<file path="src/inc/rtcsp_pkg.sv">
// Shared constants for the serial slave port of the clock chip and its master.
`default_nettype none
package rtcsp_pkg;
    // Serial framing
    localparam int BYTE_BITS = 8;
    localparam int WR_BIT = 7;
    localparam int TEST_BIT = 6;
    localparam int SPACE_BIT = 5;
    localparam int LOC_BITS = 5;
    // Clock rate and serial timing
    localparam int CLK_NS = 10;
    localparam int SCK_HALF_NS = 200;
    localparam int CE_SETUP_NS = 100;
    localparam int CE_HOLD_NS = 125;
    localparam int SCK_HALF_CYCLES = (SCK_HALF_NS + CLK_NS - 1) / CLK_NS;
    localparam int CE_SETUP_CYCLES = (CE_SETUP_NS + CLK_NS - 1) / CLK_NS;
    localparam int CE_HOLD_CYCLES = (CE_HOLD_NS + CLK_NS - 1) / CLK_NS;
    // Watchdog timeout between chip-select toggles
    localparam int WDOG_TIMEOUT_US = 100000;
    localparam int WDOG_CYCLES = WDOG_TIMEOUT_US * (1000 / CLK_NS);
    // Controller register offsets
    localparam logic [7:0] OFS_CMD = 8'h00;
    localparam logic [7:0] OFS_TXDATA = 8'h04;
    localparam logic [7:0] OFS_RXDATA = 8'h08;
    localparam logic [7:0] OFS_STATUS = 8'h0c;
    localparam logic [7:0] OFS_CONFIG = 8'h10;
    // Controller commands and field positions
    localparam logic [1:0] CMD_SELECT = 2'h1;
    localparam logic [1:0] CMD_BYTE = 2'h2;
    localparam logic [1:0] CMD_DESELECT = 2'h3;
    localparam int ST_BUSY_BIT = 0;
    localparam int ST_CE_BIT = 1;
    localparam int ST_FIRST_BIT = 2;
    localparam logic [7:0] TX_RESET = 8'h00;
    localparam logic RECOVER_POL_RESET = 1'b0;
endpackage : rtcsp_pkg
`default_nettype wire

</file>
<file path="src/inc/rtcsp_if.sv">
// Serial link between the bus master and the clock chip's slave port.
`default_nettype none
interface rtcsp_if;
    logic ce;
    logic sck;
    logic mosi;
    logic miso;
    logic miso_oe;
    logic miso_line;

    // Undriven data line reads low
    assign miso_line = miso_oe & miso;

    modport master (output ce, output sck, output mosi, input miso_line);
    modport slave (input ce, input sck, input mosi, output miso, output miso_oe);
endinterface : rtcsp_if
`default_nettype wire

</file>
<file path="src/verilog/rtcsp_device.sv">
// Slave end: serial port of the clock chip with location access and watchdog.
// Notes on behaviour
// - Serial clock edges capture and shift bits.
// - Address and data travel MSB first.
// - Chip select low resets port, MISO off.
// - Clock and data inputs keep last level.
// - Chip select defaults low when undriven.
// - Idle clock level sampled at select.
// - Master shifts on leading, captures trailing.
// - One clock per bit, eight-bit groups.
// - Master clocks only during transfers.
// - First byte is address; reselect for new.
// - Bit 7 set writes, clear reads.
// - Master sends bit 6 as zero.
// - Bit 5 picks clock or RAM space.
// - Bits 4..0 give the location.
// - Address byte then one or more data.
// - MISO off until read byte ready.
// - Bytes repeat until master deselects.
// - Address increments after every data byte.
// - Increment wraps within selected space.
// - Missing select toggles raise processor reset.
// - Watchdog only when enable set.
`default_nettype none
module rtcsp_device #(
    parameter int WDOG_CYCLES = rtcsp_pkg::WDOG_CYCLES
) (
    // Clock and reset
    input wire logic pclk,
    input wire logic presetn,
    // Serial link
    rtcsp_if.slave lnk,
    // Location access
    output logic [5:0] loc_addr,
    output logic loc_rd,
    input wire logic [7:0] loc_rdata,
    output logic loc_wr,
    output logic [7:0] loc_wdata,
    // Watchdog
    input wire logic wdog_en,
    output logic processor_reset_out
);
    typedef enum logic [2:0] {
        PH_ADDR = 3'b001,
        PH_WRITE = 3'b010,
        PH_READ = 3'b100
    } rtcsp_phase_t;

    rtcsp_phase_t phase;
    logic [2:0] sync_q;
    logic ce_s;
    logic sck_s;
    logic mosi_s;
    logic ce_d;
    logic sck_d;
    logic idle_clock_polarity;
    logic [2:0] bit_cnt;
    logic [7:0] rx_sh;
    logic [7:0] tx_sh;
    logic [5:0] loc;
    logic rd_d;
    logic sel_start;
    logic lead;
    logic trail;
    logic byte_done;
    logic [7:0] rx_byte;
    logic [5:0] next_loc;
    logic [31:0] wd_cnt;

    // Pins come from another clock; sampled flops hold the last level seen
    rtcsp_sync #(.W(3)) u_sync (
        .pclk(pclk),
        .presetn(presetn),
        .d({lnk.ce, lnk.sck, lnk.mosi}),
        .q(sync_q)
    );

    assign ce_s = sync_q[2];
    assign sck_s = sync_q[1];
    assign mosi_s = sync_q[0];

    // Edge classification against the idle level
    assign sel_start = ce_s & ~ce_d;
    assign lead = ce_s & ~sel_start & (sck_s != sck_d) & (sck_s != idle_clock_polarity);
    assign trail = ce_s & ~sel_start & (sck_s != sck_d) & (sck_s == idle_clock_polarity);
    assign byte_done = trail & (bit_cnt == 3'h7);
    assign rx_byte = {rx_sh[6:0], mosi_s};
    assign next_loc = {loc[5], loc[4:0] + 5'h01};

    // Previous sampled levels for edge detection
    always_ff @(posedge pclk or negedge presetn) begin
        if (!presetn) begin
            ce_d <= 1'b0;
            sck_d <= 1'b0;
        end else begin
            ce_d <= ce_s;
            sck_d <= sck_s;
        end
    end

    // Idle level is whatever the clock rests at when selected
    always_ff @(posedge pclk or negedge presetn) begin
        if (!presetn) begin
            idle_clock_polarity <= rtcsp_pkg::RECOVER_POL_RESET;
        end else if (sel_start) begin
            idle_clock_polarity <= sck_s;
        end
    end

    // Bit counter; deselect drops any partial byte
    always_ff @(posedge pclk or negedge presetn) begin
        if (!presetn) begin
            bit_cnt <= 3'h0;
        end else if (!ce_s) begin
            bit_cnt <= 3'h0;
        end else if (trail) begin
            bit_cnt <= bit_cnt + 3'h1;
        end
    end

    // Inbound shifter
    always_ff @(posedge pclk or negedge presetn) begin
        if (!presetn) begin
            rx_sh <= 8'h00;
        end else if (!ce_s) begin
            rx_sh <= 8'h00;
        end else if (trail) begin
            rx_sh <= rx_byte;
        end
    end

    // Address byte first, then data until deselect
    always_ff @(posedge pclk or negedge presetn) begin
        if (!presetn) begin
            phase <= PH_ADDR;
        end else if (!ce_s) begin
            phase <= PH_ADDR;
        end else begin
            case (phase)
                PH_ADDR: begin
                    if (byte_done) begin
                        phase <= rx_byte[rtcsp_pkg::WR_BIT] ? PH_WRITE : PH_READ;
                    end
                end
                PH_WRITE: begin
                    phase <= PH_WRITE;
                end
                PH_READ: begin
                    phase <= PH_READ;
                end
                default: begin
                    phase <= PH_ADDR;
                end
            endcase
        end
    end

    // Latched location; test bit is not decoded here
    always_ff @(posedge pclk or negedge presetn) begin
        if (!presetn) begin
            loc <= 6'h00;
        end else if (byte_done && phase == PH_ADDR) begin
            loc <= {rx_byte[rtcsp_pkg::SPACE_BIT], rx_byte[rtcsp_pkg::LOC_BITS-1:0]};
        end else if (byte_done) begin
            loc <= next_loc;
        end
    end

    // Write strobe only for a complete data byte
    always_ff @(posedge pclk or negedge presetn) begin
        if (!presetn) begin
            loc_wr <= 1'b0;
            loc_wdata <= 8'h00;
        end else begin
            loc_wr <= byte_done && phase == PH_WRITE && ce_s;
            if (byte_done && phase == PH_WRITE) begin
                loc_wdata <= rx_byte;
            end
        end
    end

    // Read fetch after the address byte and after each read byte
    always_ff @(posedge pclk or negedge presetn) begin
        if (!presetn) begin
            loc_rd <= 1'b0;
        end else begin
            loc_rd <= byte_done && ((phase == PH_ADDR && !rx_byte[rtcsp_pkg::WR_BIT])
                || phase == PH_READ);
        end
    end

    // Location presented with each strobe
    always_ff @(posedge pclk or negedge presetn) begin
        if (!presetn) begin
            loc_addr <= 6'h00;
        end else if (byte_done && phase == PH_ADDR) begin
            loc_addr <= {rx_byte[rtcsp_pkg::SPACE_BIT], rx_byte[rtcsp_pkg::LOC_BITS-1:0]};
        end else if (byte_done && phase == PH_WRITE) begin
            loc_addr <= loc;
        end else if (byte_done && phase == PH_READ) begin
            loc_addr <= next_loc;
        end
    end

    // Read data arrives one cycle after the strobe
    always_ff @(posedge pclk or negedge presetn) begin
        if (!presetn) begin
            rd_d <= 1'b0;
        end else begin
            rd_d <= loc_rd & ce_s;
        end
    end

    // Outbound shifter; loads well before the next leading edge
    always_ff @(posedge pclk or negedge presetn) begin
        if (!presetn) begin
            tx_sh <= 8'h00;
            lnk.miso <= 1'b0;
        end else if (!ce_s) begin
            tx_sh <= 8'h00;
            lnk.miso <= 1'b0;
        end else if (rd_d) begin
            tx_sh <= loc_rdata;
        end else if (lead && phase == PH_READ) begin
            lnk.miso <= tx_sh[7];
            tx_sh <= {tx_sh[6:0], 1'b0};
        end
    end

    // Driver stays off through address and write cycles
    always_ff @(posedge pclk or negedge presetn) begin
        if (!presetn) begin
            lnk.miso_oe <= 1'b0;
        end else if (!ce_s) begin
            lnk.miso_oe <= 1'b0;
        end else if (rd_d && phase == PH_READ) begin
            lnk.miso_oe <= 1'b1;
        end
    end

    // Any select edge restarts the watchdog window
    always_ff @(posedge pclk or negedge presetn) begin
        if (!presetn) begin
            wd_cnt <= 32'h0;
        end else if (!wdog_en || ce_s != ce_d) begin
            wd_cnt <= 32'h0;
        end else if (wd_cnt < 32'(WDOG_CYCLES)) begin
            wd_cnt <= wd_cnt + 32'h1;
        end
    end

    // Reset output holds until the watchdog is disabled
    always_ff @(posedge pclk or negedge presetn) begin
        if (!presetn) begin
            processor_reset_out <= 1'b0;
        end else if (wdog_en && wd_cnt == 32'(WDOG_CYCLES)) begin
            processor_reset_out <= 1'b1;
        end else if (!wdog_en) begin
            processor_reset_out <= 1'b0;
        end
    end
endmodule : rtcsp_device
`default_nettype wire

</file>
<file path="src/verilog/rtcsp_sync.sv">
// Two-flop synchroniser for a group of independent levels.
`default_nettype none
module rtcsp_sync #(
    parameter int W = 1
) (
    // Clock and reset
    input wire logic pclk,
    input wire logic presetn,
    // Levels
    input wire logic [W-1:0] d,
    output logic [W-1:0] q
);
    logic [W-1:0] meta;

    // First stage feeds only the second
    always_ff @(posedge pclk or negedge presetn) begin
        if (!presetn) begin
            meta <= '0;
            q <= '0;
        end else begin
            meta <= d;
            q <= meta;
        end
    end
endmodule : rtcsp_sync
`default_nettype wire
</file>
<file path="src/flat_wrapper.sv">
// flat-port wrapper written by rule: the top's interface ports become plain ports
module rtcsp_device_flat 
#(
    parameter int WDOG_CYCLES = rtcsp_pkg::WDOG_CYCLES
)
  (pclk, presetn, loc_addr, loc_rd, loc_rdata, loc_wr, loc_wdata, wdog_en, processor_reset_out, lnk_ce, lnk_sck, lnk_mosi, lnk_miso, lnk_miso_oe);
  rtcsp_if lnk_i ();
  input wire logic pclk;
  input wire logic presetn;
  output logic [5:0] loc_addr;
  output logic loc_rd;
  input wire logic [7:0] loc_rdata;
  output logic loc_wr;
  output logic [7:0] loc_wdata;
  input wire logic wdog_en;
  output logic processor_reset_out;
  input wire logic [$bits(lnk_i.ce)-1:0] lnk_ce;
  input wire logic [$bits(lnk_i.sck)-1:0] lnk_sck;
  input wire logic [$bits(lnk_i.mosi)-1:0] lnk_mosi;
  output wire logic [$bits(lnk_i.miso)-1:0] lnk_miso;
  output wire logic [$bits(lnk_i.miso_oe)-1:0] lnk_miso_oe;
  assign lnk_i.ce = lnk_ce;
  assign lnk_i.sck = lnk_sck;
  assign lnk_i.mosi = lnk_mosi;
  assign lnk_miso = lnk_i.miso;
  assign lnk_miso_oe = lnk_i.miso_oe;
  rtcsp_device #(.WDOG_CYCLES(WDOG_CYCLES)) u_core (.pclk(pclk), .presetn(presetn), .lnk(lnk_i), .loc_addr(loc_addr), .loc_rd(loc_rd), .loc_rdata(loc_rdata), .loc_wr(loc_wr), .loc_wdata(loc_wdata), .wdog_en(wdog_en), .processor_reset_out(processor_reset_out));
endmodule
</file>
<file path="config.mk">
export PLATFORM = sky130hd
export DESIGN_NAME = rtcsp_device_flat
export DESIGN_NICKNAME = d
export VERILOG_FILES = /design/src/inc/rtcsp_pkg.sv /design/src/inc/rtcsp_if.sv /design/src/verilog/rtcsp_device.sv /design/src/verilog/rtcsp_sync.sv /design/src/flat_wrapper.sv
export SDC_FILE = /design/constraint.sdc
export NUM_CORES = 1
export LEC_CHECK = 0
export ABC_AREA = 1
export BUFFER_PORTS_ARGS = -buffer_cell sky130_fd_sc_hd__buf_4
export CAP_MARGIN = 30
export CELL_PAD_IN_SITES_DETAIL_PLACEMENT = 0
export CELL_PAD_IN_SITES_GLOBAL_PLACEMENT = 1
export CORE_MARGIN = 2
export CORE_UTILIZATION = 45
export CTS_CLUSTER_DIAMETER = 120
export CTS_CLUSTER_SIZE = 40
export DETAILED_ROUTE_END_ITERATION = 6
export GPL_TIMING_DRIVEN = 0
export PLACE_DENSITY = 0.9
export SLEW_MARGIN = 15
export SYNTH_ARGS = -nofsm -noshare
export SYNTH_HDL_FRONTEND = slang
export SYNTH_SLANG_ARGS = --single-unit
</file>
<file path="constraint.sdc">
create_clock -name pclk -period 1.9 [get_ports pclk]
set_input_delay 0.095 -clock pclk [delete_from_list [all_inputs] [get_ports pclk]]
set_output_delay 0.095 -clock pclk [all_outputs]
set_load 0.01 [all_outputs]
</file>
# After elaboration in Yosys (flattened, before gate mapping)
# Cells that the tools add are included.
# Widths: inputs -> output; s select.
[word_totals]
regBits = 88
elab_cells = 91
[op_classes]
muxes = 25
n_bitwise = 9
eq_ne = 16
n_addsub = 3
magnitude_cmp = 1
n_reduce_logical = 17
[op_table]
columns = ["cell", "n"]
rows = [
  ["$mux 32", 2],
  ["$add 32x1->32 const B", 1],
  ["$eq 32x24->1 const B", 1],
  ["$lt 32x24->1 const B", 1],
  ["$mux 6", 4],
  ["$mux 8", 3],
  ["$mux 3", 5],
  ["$mux 7", 2],
  ["$logic_and 1x1->1", 9],
  ["$pmux 3 s3", 1],
  ["$ne 2x1->1 const B", 4],
  ["$and 1x1->1", 7],
  ["$mux 1", 7],
  ["$eq 3x3->1 const B", 2],
  ["$add 5x1->5 const B", 1],
  ["$mux 5", 1],
  ["$reduce_bool 2->1", 2],
  ["$add 3x1->3 const B", 1],
  ["$eq 3x1->1 const B", 1],
  ["$eq 3x2->1 const B", 1],
  ["$ne 1x1->1", 3],
  ["$ne 3x1->1 const B", 1],
  ["$ne 3x2->1 const B", 1],
  ["$reduce_bool 3->1", 1],
  ["6 further kinds", 9],
]

# Depth between registers and ports, before layout
# Gate-level depths: netlist of the first run.
[logic_depth]
depth_word = 11
mapped_depth = 11

# Modules after synthesis
# From an unflattened synthesis of the first run, not the netlist that was laid out.
[unflattened]
hier_cells = 599
area_unflattened_um2 = 4673.2
[modules_own_cells]
columns = ["mod", "instances", "area_per_inst_um2", "cells_per_inst", "seq_area_each_um2"]
rows = [
  ["rtcsp_device", 1, 4523.1, 593, 2053.2],
  ["rtcsp_sync", 1, 150.1, 6, 150.1],
]

# Worst setup path before layout of the first run
# Ideal clock, no wire load.
[synth_path]
path_kind = "register -> register"
startpoint = "register u_core.u_sync.q[2]"
endpoint = "register u_core.wd_cnt[10]"
period_less_slack_ns = 1.617
stages_incl_launch_ff = 8
arrival_time_ns = 1.551
slack_ns = 0.283
path_buffers = 2
cell_sequence = "dfrtp_1 > ha_1 > nand2_1 > inv_1 > clkbuf_1 > clkbuf_1 > nand3_1 > nand2_1"
[synth_via]
elab_chain_cells = 3
[synth_lines]
columns = ["element", "line", "text"]
rows = [
  ["start: declaration", "rtcsp_sync.sv:11", "output logic [W-1:0] q"],
  ["start signal: assignment", "rtcsp_sync.sv:22", "q <= meta;"],
  ["$ne 1x1->1 *", "rtcsp_device.sv:245", "end else if (!wdog_en || ce_s != ce_d) begin"],
  ["$logic_or 1x1->1 *", "rtcsp_device.sv:245", ""],
  ["$mux 32 / $reduce_bool 2->1 (equally long branches)", "--", ""],
  ["end signal: assignment", "rtcsp_device.sv:248", "wd_cnt <= wd_cnt + 32'h1;"],
  ["end: declaration", "rtcsp_device.sv:68", "logic [31:0] wd_cnt;"],
]
# Mark *: on every way between the ends. The rest lies on a longest branch, timed or not.
# A chain may end at the register's enable or synchronous reset.

# Worst setup path in the final report of the first run
[layout_path]
startpoint = "register u_core.u_sync.q[2]"
endpoint = "register u_core.loc_addr[5]"
[layout_via]
elab_chain_cells = 9
[layout_lines]
columns = ["element", "line", "text"]
rows = [
  ["$and 1x1->1", "rtcsp_device.sv:83", "assign sel_start = ce_s & ~ce_d;"],
  ["$not 1->1", "rtcsp_device.sv:85", "assign trail = ce_s & ~sel_start & (sck_s != sck_d) & (sck_s == idle_clock_polarity);"],
  ["$and 1x1->1 * (3 in a row)", "rtcsp_device.sv:85", ""],
  ["$and 1x1->1 *", "rtcsp_device.sv:86", "assign byte_done = trail & (bit_cnt == 3'h7);"],
  ["$logic_and 1x1->1", "rtcsp_device.sv:198", "end else if (byte_done && phase == PH_WRITE) begin"],
  ["$mux 6", "rtcsp_device.sv:198", ""],
  ["$mux 6", "rtcsp_device.sv:196", "end else if (byte_done && phase == PH_ADDR) begin"],
  ["end signal: assignment", "rtcsp_device.sv:197", "loc_addr <= {rx_byte[rtcsp_pkg::SPACE_BIT], rx_byte[rtcsp_pkg::LOC_BITS-1:0]};"],
  ["end signal: assignment", "rtcsp_device.sv:199", "loc_addr <= loc;"],
  ["end signal: assignment", "rtcsp_device.sv:201", "loc_addr <= next_loc;"],
  ["end: declaration", "rtcsp_device.sv:34", "output logic [5:0] loc_addr,"],
]
# Marked as above.

==> metrics.txt, run 1 <==
# TYPE chip_impl_metric gauge
chip_impl_metric{name="netSwitchingFraction",unit="%"} 23.6
chip_impl_metric{name="drt-wirelength-per-cell",unit="µm"} 12.8
chip_impl_metric{name="total_leakage_power",unit="nW"} 2.62
chip_impl_metric{name="max_cap_violations",unit=""} 0
chip_impl_metric{name="gr-usage-met2",unit="%"} 31.3
chip_impl_metric{name="design.final.nets",unit=""} 670
chip_impl_info{name="cp_top_family",value="simple AND/OR/NAND/NOR gates"} 1
chip_impl_metric{name="drt_first_pass_iters",unit=""} 4
chip_impl_metric{name="ioPinCount",unit=""} 33
chip_impl_metric{name="ctsLongestPathBuffers",unit=""} 2
chip_impl_metric{name="syn-num-nets",unit=""} 620
chip_impl_metric{name="h_tree_depth",unit=""} 3
chip_impl_info{name="mostFrequentLayoutCell",value="nand2_1"} 1
chip_impl_metric{name="grt-ovfl-total",unit=""} 0
chip_impl_metric{name="groute.layer.met3.usage",unit="%"} 2.54
chip_impl_metric{name="vdd_drop_max",unit="µV"} 334
chip_impl_metric{name="n_antenna_cell",unit=""} 0
chip_impl_metric{name="die-area",unit="µm²"} 11100
chip_impl_info{name="most-common-layout-cells",value="163 x nand2_1, 97 x nor2_1, 86 x dfrtp_1"} 1
chip_impl_metric{name="crit_path_max_incr_delay",unit="ns"} 0.42
chip_impl_metric{name="vias",unit=""} 3928
chip_impl_metric{name="critical_path.max_fanout",unit=""} 7
chip_impl_metric{name="tritoncts.num_buffers",unit=""} 9
chip_impl_metric{name="synth.lib_cells_used.distinct",unit=""} 39
chip_impl_metric{name="total_power_density_per_cell_area",unit="nW/µm²"} 626
chip_impl_metric{name="timing_worst_slew_pin_value",unit="ns"} 0.562
chip_impl_metric{name="first_global_vias",unit=""} 3854
chip_impl_metric{name="worstPathRequired",unit="ns"} 2.20
chip_impl_metric{name="postSynth.asyncResetShare",unit="%"} 100
chip_impl_metric{name="yosysSeqAreaShare",unit="%"} 47.6
chip_impl_metric{name="power.switching",unit="mW"} 0.790
chip_impl_metric{name="synth_area_per_cell",unit="µm²"} 7.73
chip_impl_metric{name="dp_hpwl",unit="mm"} 7.43
chip_impl_info{name="rsz0062_at_grt",value="false"} 1
chip_impl_info{name="outcome",value="finished, final reports clean"} 1
chip_impl_metric{name="number_of_enable_flip_flop_cells_after_synthesis",unit=""} 0
chip_impl_metric{name="num_rows",unit=""} 37
chip_impl_metric{name="relSlewSlack",unit="%"} 62.6
chip_impl_metric{name="drt_drc_violations_left",unit=""} 0
chip_impl_metric{name="floorplan.die.width",unit="µm"} 105
chip_impl_metric{name="grt_pass1_wl",unit="mm"} 17.5
chip_impl_metric{name="clkTransAtPathRegs",unit="ns"} 0.09
chip_impl_metric{name="vias_per_cell",unit=""} 4.97
chip_impl_info{name="yosysTopAreaCell",value="dfrtp_1"} 1
chip_impl_metric{name="grtUsageMet1",unit="%"} 25.6
chip_impl_metric{name="coreArea",unit="µm²"} 10100
chip_impl_metric{name="synth.yosys.warnings",unit=""} 0
chip_impl_metric{name="initial_core_util",unit="%"} 45.7
chip_impl_info{name="cts_tree",value="yes"} 1
chip_impl_metric{name="die_h",unit="µm"} 105
chip_impl_info{name="timing.critical_path.cells",value="ha_1, nand3_2, nor2_4, nand2_2, nor2_1, o211ai_1, nand2_1"} 1
chip_impl_metric{name="maxClockFrequency",unit="MHz"} 581
chip_impl_metric{name="numClockSinks",unit=""} 88
chip_impl_metric{name="drt.antenna.violating_nets",unit=""} 0
chip_impl_metric{name="grt_start_max_net_pins",unit=""} 47
chip_impl_info{name="timing.hold.worst.class",value="in -> reg"} 1
chip_impl_metric{name="final-setup-viol-count",unit=""} 0
chip_impl_metric{name="clkLatencyLatePin",unit="ns"} 0.37
chip_impl_metric{name="buffer_ports.inserted",unit=""} 32
chip_impl_metric{name="path_buf_inv",unit=""} 0
chip_impl_metric{name="synth.ff_latch_count",unit=""} 88
chip_impl_metric{name="power_report.internal_total",unit="mW"} 2.56
chip_impl_metric{name="grt_usage",unit="%"} 19.4
chip_impl_metric{name="finalMaxSlewViolations",unit=""} 0
chip_impl_metric{name="critical_path_arrival",unit="ns"} 2.02
chip_impl_metric{name="proportion_of_netlist_area_held_by_the_largest_area_contributor",unit="%"} 47.0
chip_impl_metric{name="setup_slack",unit="ns"} 0.179
chip_impl_info{name="timing.critical_path.to_type",value="flip-flop"} 1
chip_impl_metric{name="area.growth.synth_to_final",unit="%"} 15.5
chip_impl_metric{name="postLayoutCoreUtil",unit="%"} 52.7
chip_impl_info{name="timing.critical_path.slowest_stage_cell",value="dfrtp_1"} 1
chip_impl_info{name="gr-max-usage-layer",value="met2"} 1
chip_impl_info{name="crit_path_start_kind",value="flip-flop"} 1
chip_impl_metric{name="post-place-ws",unit="ns"} -0.101
chip_impl_metric{name="power_frac_clock",unit="%"} 38.0
chip_impl_metric{name="syn_area",unit="µm²"} 4630
chip_impl_info{name="clockRootBuffer",value="clkbuf_8"} 1
chip_impl_metric{name="number_of_antenna_violations_at_the_first_check_in_global_routing",unit=""} 0
chip_impl_metric{name="drt_wl_total",unit="mm"} 10.1
chip_impl_metric{name="pwr-share-seq",unit="%"} 56.9
chip_impl_info{name="synth_area_leaders",value="dfrtp_1 47%, nand2_1 13%, nor2_1 7.9%, nand3_1 5.8%, inv_1 5.4%"} 1
chip_impl_info{name="ys.flop_type",value="dfrtp_1"} 1
chip_impl_metric{name="share_comb_of_total_power",unit="%"} 5.1
chip_impl_metric{name="drive_gt1_share",unit="%"} 12.5
chip_impl_metric{name="synthCells",unit=""} 599
chip_impl_info{name="timing_worst_setup_path_type",value="reg -> reg"} 1
chip_impl_metric{name="gp_congestion",unit=""} 0.861
chip_impl_metric{name="final-hold-violation-count",unit=""} 0
chip_impl_metric{name="drt_first_iter_violations",unit=""} 183
chip_impl_metric{name="worst_case_clock_skew",unit="ns"} 0.0210
chip_impl_metric{name="period_share",unit="%"} 90.6
chip_impl_metric{name="min_period",unit="ns"} 1.72
==> through the flow <==
step	area [µm²]	power (mW)	TNS (ns)	instances	hold slack [ns]
6_report	5350	3.35	0	790	0.0836
5_1_grt	5350	3.48	0	790	0.125
4_1_cts	5320	3.38	0	790	0.0580
3_5_place_dp	5070	2.10	-1.07	768	0.129
3_3_place_gp	5040	2.09	-0.551	767	0.204
2_1_floorplan	4630	2.01	0	599	-0.201
==> registers in the layout, summed over array words and instances, names as in the netlist, 6 cells and up <==
signal            count
u_core.wd_cnt        32
u_core.loc_wdata      8
u_core.tx_sh          8
u_core.rx_sh          7
u_core.loc            6
u_core.loc_addr       6
==> Yosys cell counts (2+ instances only) <==
| cell | count |
|---|---|
| nand4_1 | 6 |
| a21oi_1 | 15 |
| inv_2 | 2 |
| nand2_4 | 2 |
| o211ai_2 | 2 |
| inv_1 | 67 |
| nand3_1 | 54 |
| buf_6 | 6 |
| xor2_1 | 15 |
| xnor2_1 | 2 |
| o21a_1 | 2 |
| o22ai_1 | 7 |
| nor2_1 | 98 |
| ha_1 | 7 |
| dfrtp_1 | 87 |
| buf_2 | 2 |
| nor3_1 | 3 |
| nand2_1 | 163 |
| nor2_2 | 2 |
| nand3b_1 | 2 |
| clkbuf_1 | 7 |
| o211ai_1 | 5 |
| nand3_2 | 2 |
| o21ai_0 | 25 |
| nand2_2 | 2 |
==> metal layers <==
| layer | share of wire (%) | up-vias |
|---|---|---|
| met5 | 0 | - |
| li1 | - | 1981 |
| met1 | 47 | 1865 |
| met2 | 47 | 61 |
| met3 | 3.4 | 21 |
| met4 | 2.4 | 0 |
==> area by class of cell <==
type | count | area (µm²)
Timing Repair Buffer | 39 | 328
Clock buffer | 13 | 139
Clock inverter | 3 | 43.8
Buffer | 17 | 123
Inverter | 70 | 263
Sequential cell | 88 | 2200
Multi-Input combinational cell | 424 | 2080
Fill cell | 972 | 4790
Tap cell | 136 | 170
==> tightest hold or removal path: stages <==
cell and delay (ns):
buf_4 0.08, nand2_1 0.04, o21ai_0 0.06, nand3_1 0.07
o21ai_0 0.06
==> path summary, 6_finish.rpt <==
check / from / endpoint / slack, ns / cells after the start
max: u_core.u_sync.q[2] / u_core.loc_addr[5] / 0.18 / 7
min: loc_rdata[5] / u_core.tx_sh[5] / 0.08 / 5
max reg2reg: u_core.u_sync.q[2] / u_core.loc_addr[5] / 0.18 / 7
min reg2reg: u_core.u_sync.meta[1] / u_core.u_sync.q[1] / 0.35 / 0
max in group asynchronous: presetn / u_core.phase[0] / 0.98 / 3
min in group asynchronous: presetn / u_core.loc_addr[4] / 0.26 / 2
==> kinds of logic after synthesis <==
family / share of synthesized area [%]
simple gates: 31.7
flops: 47.6
buf+inv: 8.16
compound gates: 7.40
xor+xnor: 3.22
fa+ha+maj: 1.89
==> power groups by stage <==
stage                     registers (mW)  logic (mW)  clock network (mW)
after floorplan                     1.94      0.0727                   0
after global placement              1.94       0.150                   0
after detailed placement            1.94       0.162                   0
after CTS                           1.90       0.173                1.31
after global routing                1.91       0.194                1.38
final                               1.90       0.170                1.27
==> timing repair <==
item                                    CTS  global route
hold buffers                              6             0
endpoints found under the setup margin   20            26
setup buffers                             0             0
gates cloned                              0             0
endpoints found under the hold margin    47             0
pin swaps                                 0             0
gates resized for setup                   4            10
No activity file was read; power rests on OpenSTA's default activity.
==> inputs of run 2 (changes only) <==
Settings changed: CORE_UTILIZATION 45 to 48, PLACE_DENSITY 0.9 to 0.94, SYNTH_HIERARCHICAL set to 1.
Clock period 1.9 ns to 2.22 ns, I/O delays scaled along.
==> run 2 against run 1 <==
Synthesized area grew 0.92%. Clock power shrank 21%. Via count is 2.3% higher. Routed wire length increased by 3.5%. Non-clock buffer count is 1 higher. Highest routed layer unchanged. Sequential share of layout area barely moved.
==> metrics.txt, run 2 <==
# TYPE chip_impl_metric gauge
chip_impl_metric{name="post-place-ws",unit="ns"} 0.355
chip_impl_metric{name="crit_path_max_incr_delay",unit="ns"} 0.42
chip_impl_info{name="top_register",value="u_core/wd_cnt"} 1
chip_impl_metric{name="timing.hold.ws",unit="ns"} 0.0361
chip_impl_info{name="timing.critical_path.to_type",value="flip-flop"} 1
chip_impl_metric{name="numClockSinks",unit=""} 88
chip_impl_metric{name="floorplan.die.width",unit="µm"} 103
chip_impl_metric{name="r2r.worst_path.cells",unit=""} 6
chip_impl_metric{name="timing_worst_slew_pin_value",unit="ns"} 0.544
chip_impl_metric{name="period_share",unit="%"} 83.8
chip_impl_metric{name="postLayoutCoreUtil",unit="%"} 55.7
chip_impl_metric{name="syn_area",unit="µm²"} 4670
chip_impl_info{name="yosysTopAreaCell",value="dfrtp_1"} 1
chip_impl_info{name="most_instantiated_library_cell_after_synthesis",value="nand2_1"} 1
chip_impl_info{name="timing.critical_path.slowest_stage_cell",value="dfrtp_1"} 1
chip_impl_metric{name="final-setup-viol-count",unit=""} 0
chip_impl_metric{name="grt_start_max_net_pins",unit=""} 50
chip_impl_info{name="hold_path.startpoint",value="loc_rdata[2]"} 1
chip_impl_metric{name="tritoncts.num_buffers",unit=""} 9
chip_impl_metric{name="syn-num-nets",unit=""} 620
chip_impl_metric{name="number_of_antenna_violations_at_the_first_check_in_global_routing",unit=""} 0
chip_impl_metric{name="first_global_vias",unit=""} 3857
chip_impl_metric{name="critical_path.max_fanout",unit=""} 10
chip_impl_metric{name="number_of_enable_flip_flop_cells_after_synthesis",unit=""} 0
chip_impl_metric{name="drt.antenna.violating_nets",unit=""} 0
chip_impl_metric{name="finalMaxSlewViolations",unit=""} 0
chip_impl_metric{name="max_cap_violations",unit=""} 0
chip_impl_metric{name="maxClockFrequency",unit="MHz"} 538
chip_impl_info{name="ys.flop_type",value="dfrtp_1"} 1
chip_impl_metric{name="synth.ff_latch_count",unit=""} 88
chip_impl_info{name="timing.critical_path.cells",value="ha_1, nand2_1, inv_1, clkbuf_1, nand4_1, nand2_1"} 1
chip_impl_metric{name="vias_per_cell",unit=""} 5.11
chip_impl_info{name="synth_area_leaders",value="dfrtp_1 47%, nand2_1 12%, nand3_1 7.2%, nor2_1 6.8%, inv_1 4.8%"} 1
chip_impl_metric{name="min_period",unit="ns"} 1.86
chip_impl_metric{name="dp_hpwl",unit="mm"} 7.55
chip_impl_metric{name="grt_pass1_wl",unit="mm"} 17.7
chip_impl_info{name="timing_worst_setup_path_type",value="reg -> reg"} 1
chip_impl_metric{name="worst_case_clock_skew",unit="ns"} 0.0119
chip_impl_metric{name="drt_wl_total",unit="mm"} 10.4
chip_impl_metric{name="postSynth.asyncResetShare",unit="%"} 100
chip_impl_info{name="crit_top_cell",value="nand2_1"} 1
chip_impl_metric{name="design_power_total",unit="mW"} 2.82
chip_impl_metric{name="drt_first_pass_iters",unit=""} 5
chip_impl_metric{name="vias",unit=""} 4019
chip_impl_metric{name="hold_critical_path_depth",unit=""} 3
chip_impl_metric{name="n_antenna_cell",unit=""} 0
chip_impl_metric{name="synth.yosys.warnings",unit=""} 6
chip_impl_metric{name="worstPathRequired",unit="ns"} 2.52
chip_impl_metric{name="grt_usage",unit="%"} 21.4
chip_impl_metric{name="drt_first_iter_violations",unit=""} 264
chip_impl_info{name="cts_tree",value="yes"} 1
chip_impl_info{name="most-common-layout-cells",value="154 x nand2_1, 87 x dfrtp_1, 85 x nor2_1"} 1
chip_impl_metric{name="initial_core_util",unit="%"} 48.7
chip_impl_info{name="critical_path_source",value="u_core/u_sync/q[2]"} 1
chip_impl_metric{name="critical_path_arrival",unit="ns"} 2.16
chip_impl_metric{name="synth_area_per_cell",unit="µm²"} 7.80
chip_impl_metric{name="vdd_drop_max",unit="µV"} 255
chip_impl_metric{name="area.growth.synth_to_final",unit="%"} 14.3
chip_impl_info{name="r2r-start",value="u_core/u_sync/q[2]"} 1
chip_impl_metric{name="final-hold-violation-count",unit=""} 0
chip_impl_metric{name="grt-ovfl-total",unit=""} 0
chip_impl_metric{name="timing.reg2reg.setup_slack",unit="ns"} 0.36
chip_impl_metric{name="proportion_of_netlist_area_held_by_the_largest_area_contributor",unit="%"} 46.6
chip_impl_info{name="crit_path_start_kind",value="flip-flop"} 1
chip_impl_metric{name="drt_drc_violations_left",unit=""} 0
chip_impl_metric{name="clkTransAtPathRegs",unit="ns"} 0.09
chip_impl_metric{name="setup_slack",unit="ns"} 0.360
chip_impl_metric{name="die_h",unit="µm"} 103
chip_impl_metric{name="total_leakage_power",unit="nW"} 2.57
chip_impl_info{name="yosys-top-cells-count",value="154 x nand2_1, 87 x dfrtp_1, 85 x nor2_1, 67 x nand3_1, 60 x inv_1"} 1
chip_impl_metric{name="yosysSeqAreaShare",unit="%"} 47.1
chip_impl_metric{name="ioPinCount",unit=""} 33
chip_impl_metric{name="synth.lib_cells_used.distinct",unit=""} 31
chip_impl_info{name="clockRootBuffer",value="clkbuf_8"} 1
chip_impl_metric{name="h_tree_depth",unit=""} 3
chip_impl_info{name="timing.hold.worst.class",value="in -> reg"} 1
chip_impl_metric{name="gp_congestion",unit=""} 0.910
chip_impl_metric{name="design.final.nets",unit=""} 670
chip_impl_info{name="layout_top_registers",value="u_core/wd_cnt (32), u_core/loc_wdata (8), u_core/tx_sh (8)"} 1
chip_impl_metric{name="ctsLongestPathBuffers",unit=""} 2
chip_impl_metric{name="drt-wirelength-per-cell",unit="µm"} 13.3
chip_impl_metric{name="total_power_density_per_cell_area",unit="nW/µm²"} 528
chip_impl_metric{name="largest_register_ffs",unit=""} 32
chip_impl_metric{name="coreArea",unit="µm²"} 9590
chip_impl_metric{name="synthCells",unit=""} 599
chip_impl_info{name="rsz0062_at_grt",value="false"} 1
chip_impl_metric{name="final.setup.tns",unit="ns"} 0
chip_impl_metric{name="buffer_ports.inserted",unit=""} 32
chip_impl_info{name="outcome",value="finished, final reports clean"} 1
chip_impl_metric{name="num_rows",unit=""} 36
chip_impl_metric{name="drive_gt1_share",unit="%"} 13.9
chip_impl_metric{name="die-area",unit="µm²"} 10500
chip_impl_metric{name="clkLatencyLatePin",unit="ns"} 0.36
chip_impl_info{name="mostFrequentLayoutCell",value="nand2_1"} 1
chip_impl_metric{name="relSlewSlack",unit="%"} 63.7
==> run 2: cell types whose count changed after synthesis, sizes merged, moves of 2 or more <==
| cell | previous run | this run |
|---|---|---|
| nand4 | 6 | 25 |
| nand3 | 57 | 69 |
| a31oi | 0 | 7 |
| o211ai | 7 | 0 |
| o22ai | 7 | 0 |
| inv | 69 | 63 |
| nand2 | 167 | 161 |
| nor2 | 102 | 97 |
| xor2 | 15 | 10 |
| clkinv | 1 | 3 |
| nand3b | 2 | 0 |
| o21a | 2 | 0 |
==> run 2: cells by family after synthesis <==
logic type	Yosys count	synth area share, %
fa+ha+maj	7	1.87
simple gates	356	34.9
mux	1	0.241
flops	88	47.1
buf+inv	84	7.74
xor+xnor	13	2.44
compound gates	50	5.62
==> run 2: path summary, 6_finish.rpt <==
path,endpoint
hold / removal,u_core/tx_sh[2]
hold reg to reg,u_core/u_sync/q[1]
max in group asynchronous,u_core/u_sync/meta[0]
setup / recovery,u_core/wd_cnt[2]
setup reg to reg,u_core/wd_cnt[2]
min in group asynchronous,u_core/tx_sh[2]
==> run 2: timing repair <==
item | 4_1_cts | 5_1_grt
setup endpoints to repair | 0 | 0
hold buffers | 6 | 0
buffers inserted | 0 | 0
endpoints found under the hold margin | 43 | 0
resized for setup | 0 | 0
==> run 2: final cells by class <==
class	count	area [µm²]
Multi-Input combinational cell	427	2110
Clock inverter	6	45.0
Clock buffer	10	128
Inverter	66	249
Sequential cell	88	2200
Buffer	18	113
Tap cell	133	166
Timing Repair Buffer	39	328
Fill cell	913	4250
==> run 2: routing by layer <==
layer  up-vias  share of wire [%]  track usage, %
met5         -                  0               0
met4         0                1.9            8.31
met3        18                4.5            3.86
met2       101                 48            35.7
met1      1883                 45            27.7
li1       2017                  -               -
==> run 2: critical path: cells and delay by family (launching register included) <==
kind	cells	cell delay [ns]
buf+inv	2	0.60
simple gates	3	0.51
flops	1	0.42
fa+ha+maj	1	0.28
==> run 2: per-stage QoR <==
step	std cells	instance area, µm²
floorplan	599	4670
global placement	764	5080
detailed placement	765	5110
CTS	787	5340
global route	787	5340
finish	787	5340
==> run 2: where the power goes <==
group | internal (mW) | switching [mW]
Combinational | 0.0544 | 0.115
Clock | 0.411 | 0.594
Sequential | 1.63 | 0.0188
Total | 2.09 | 0.728
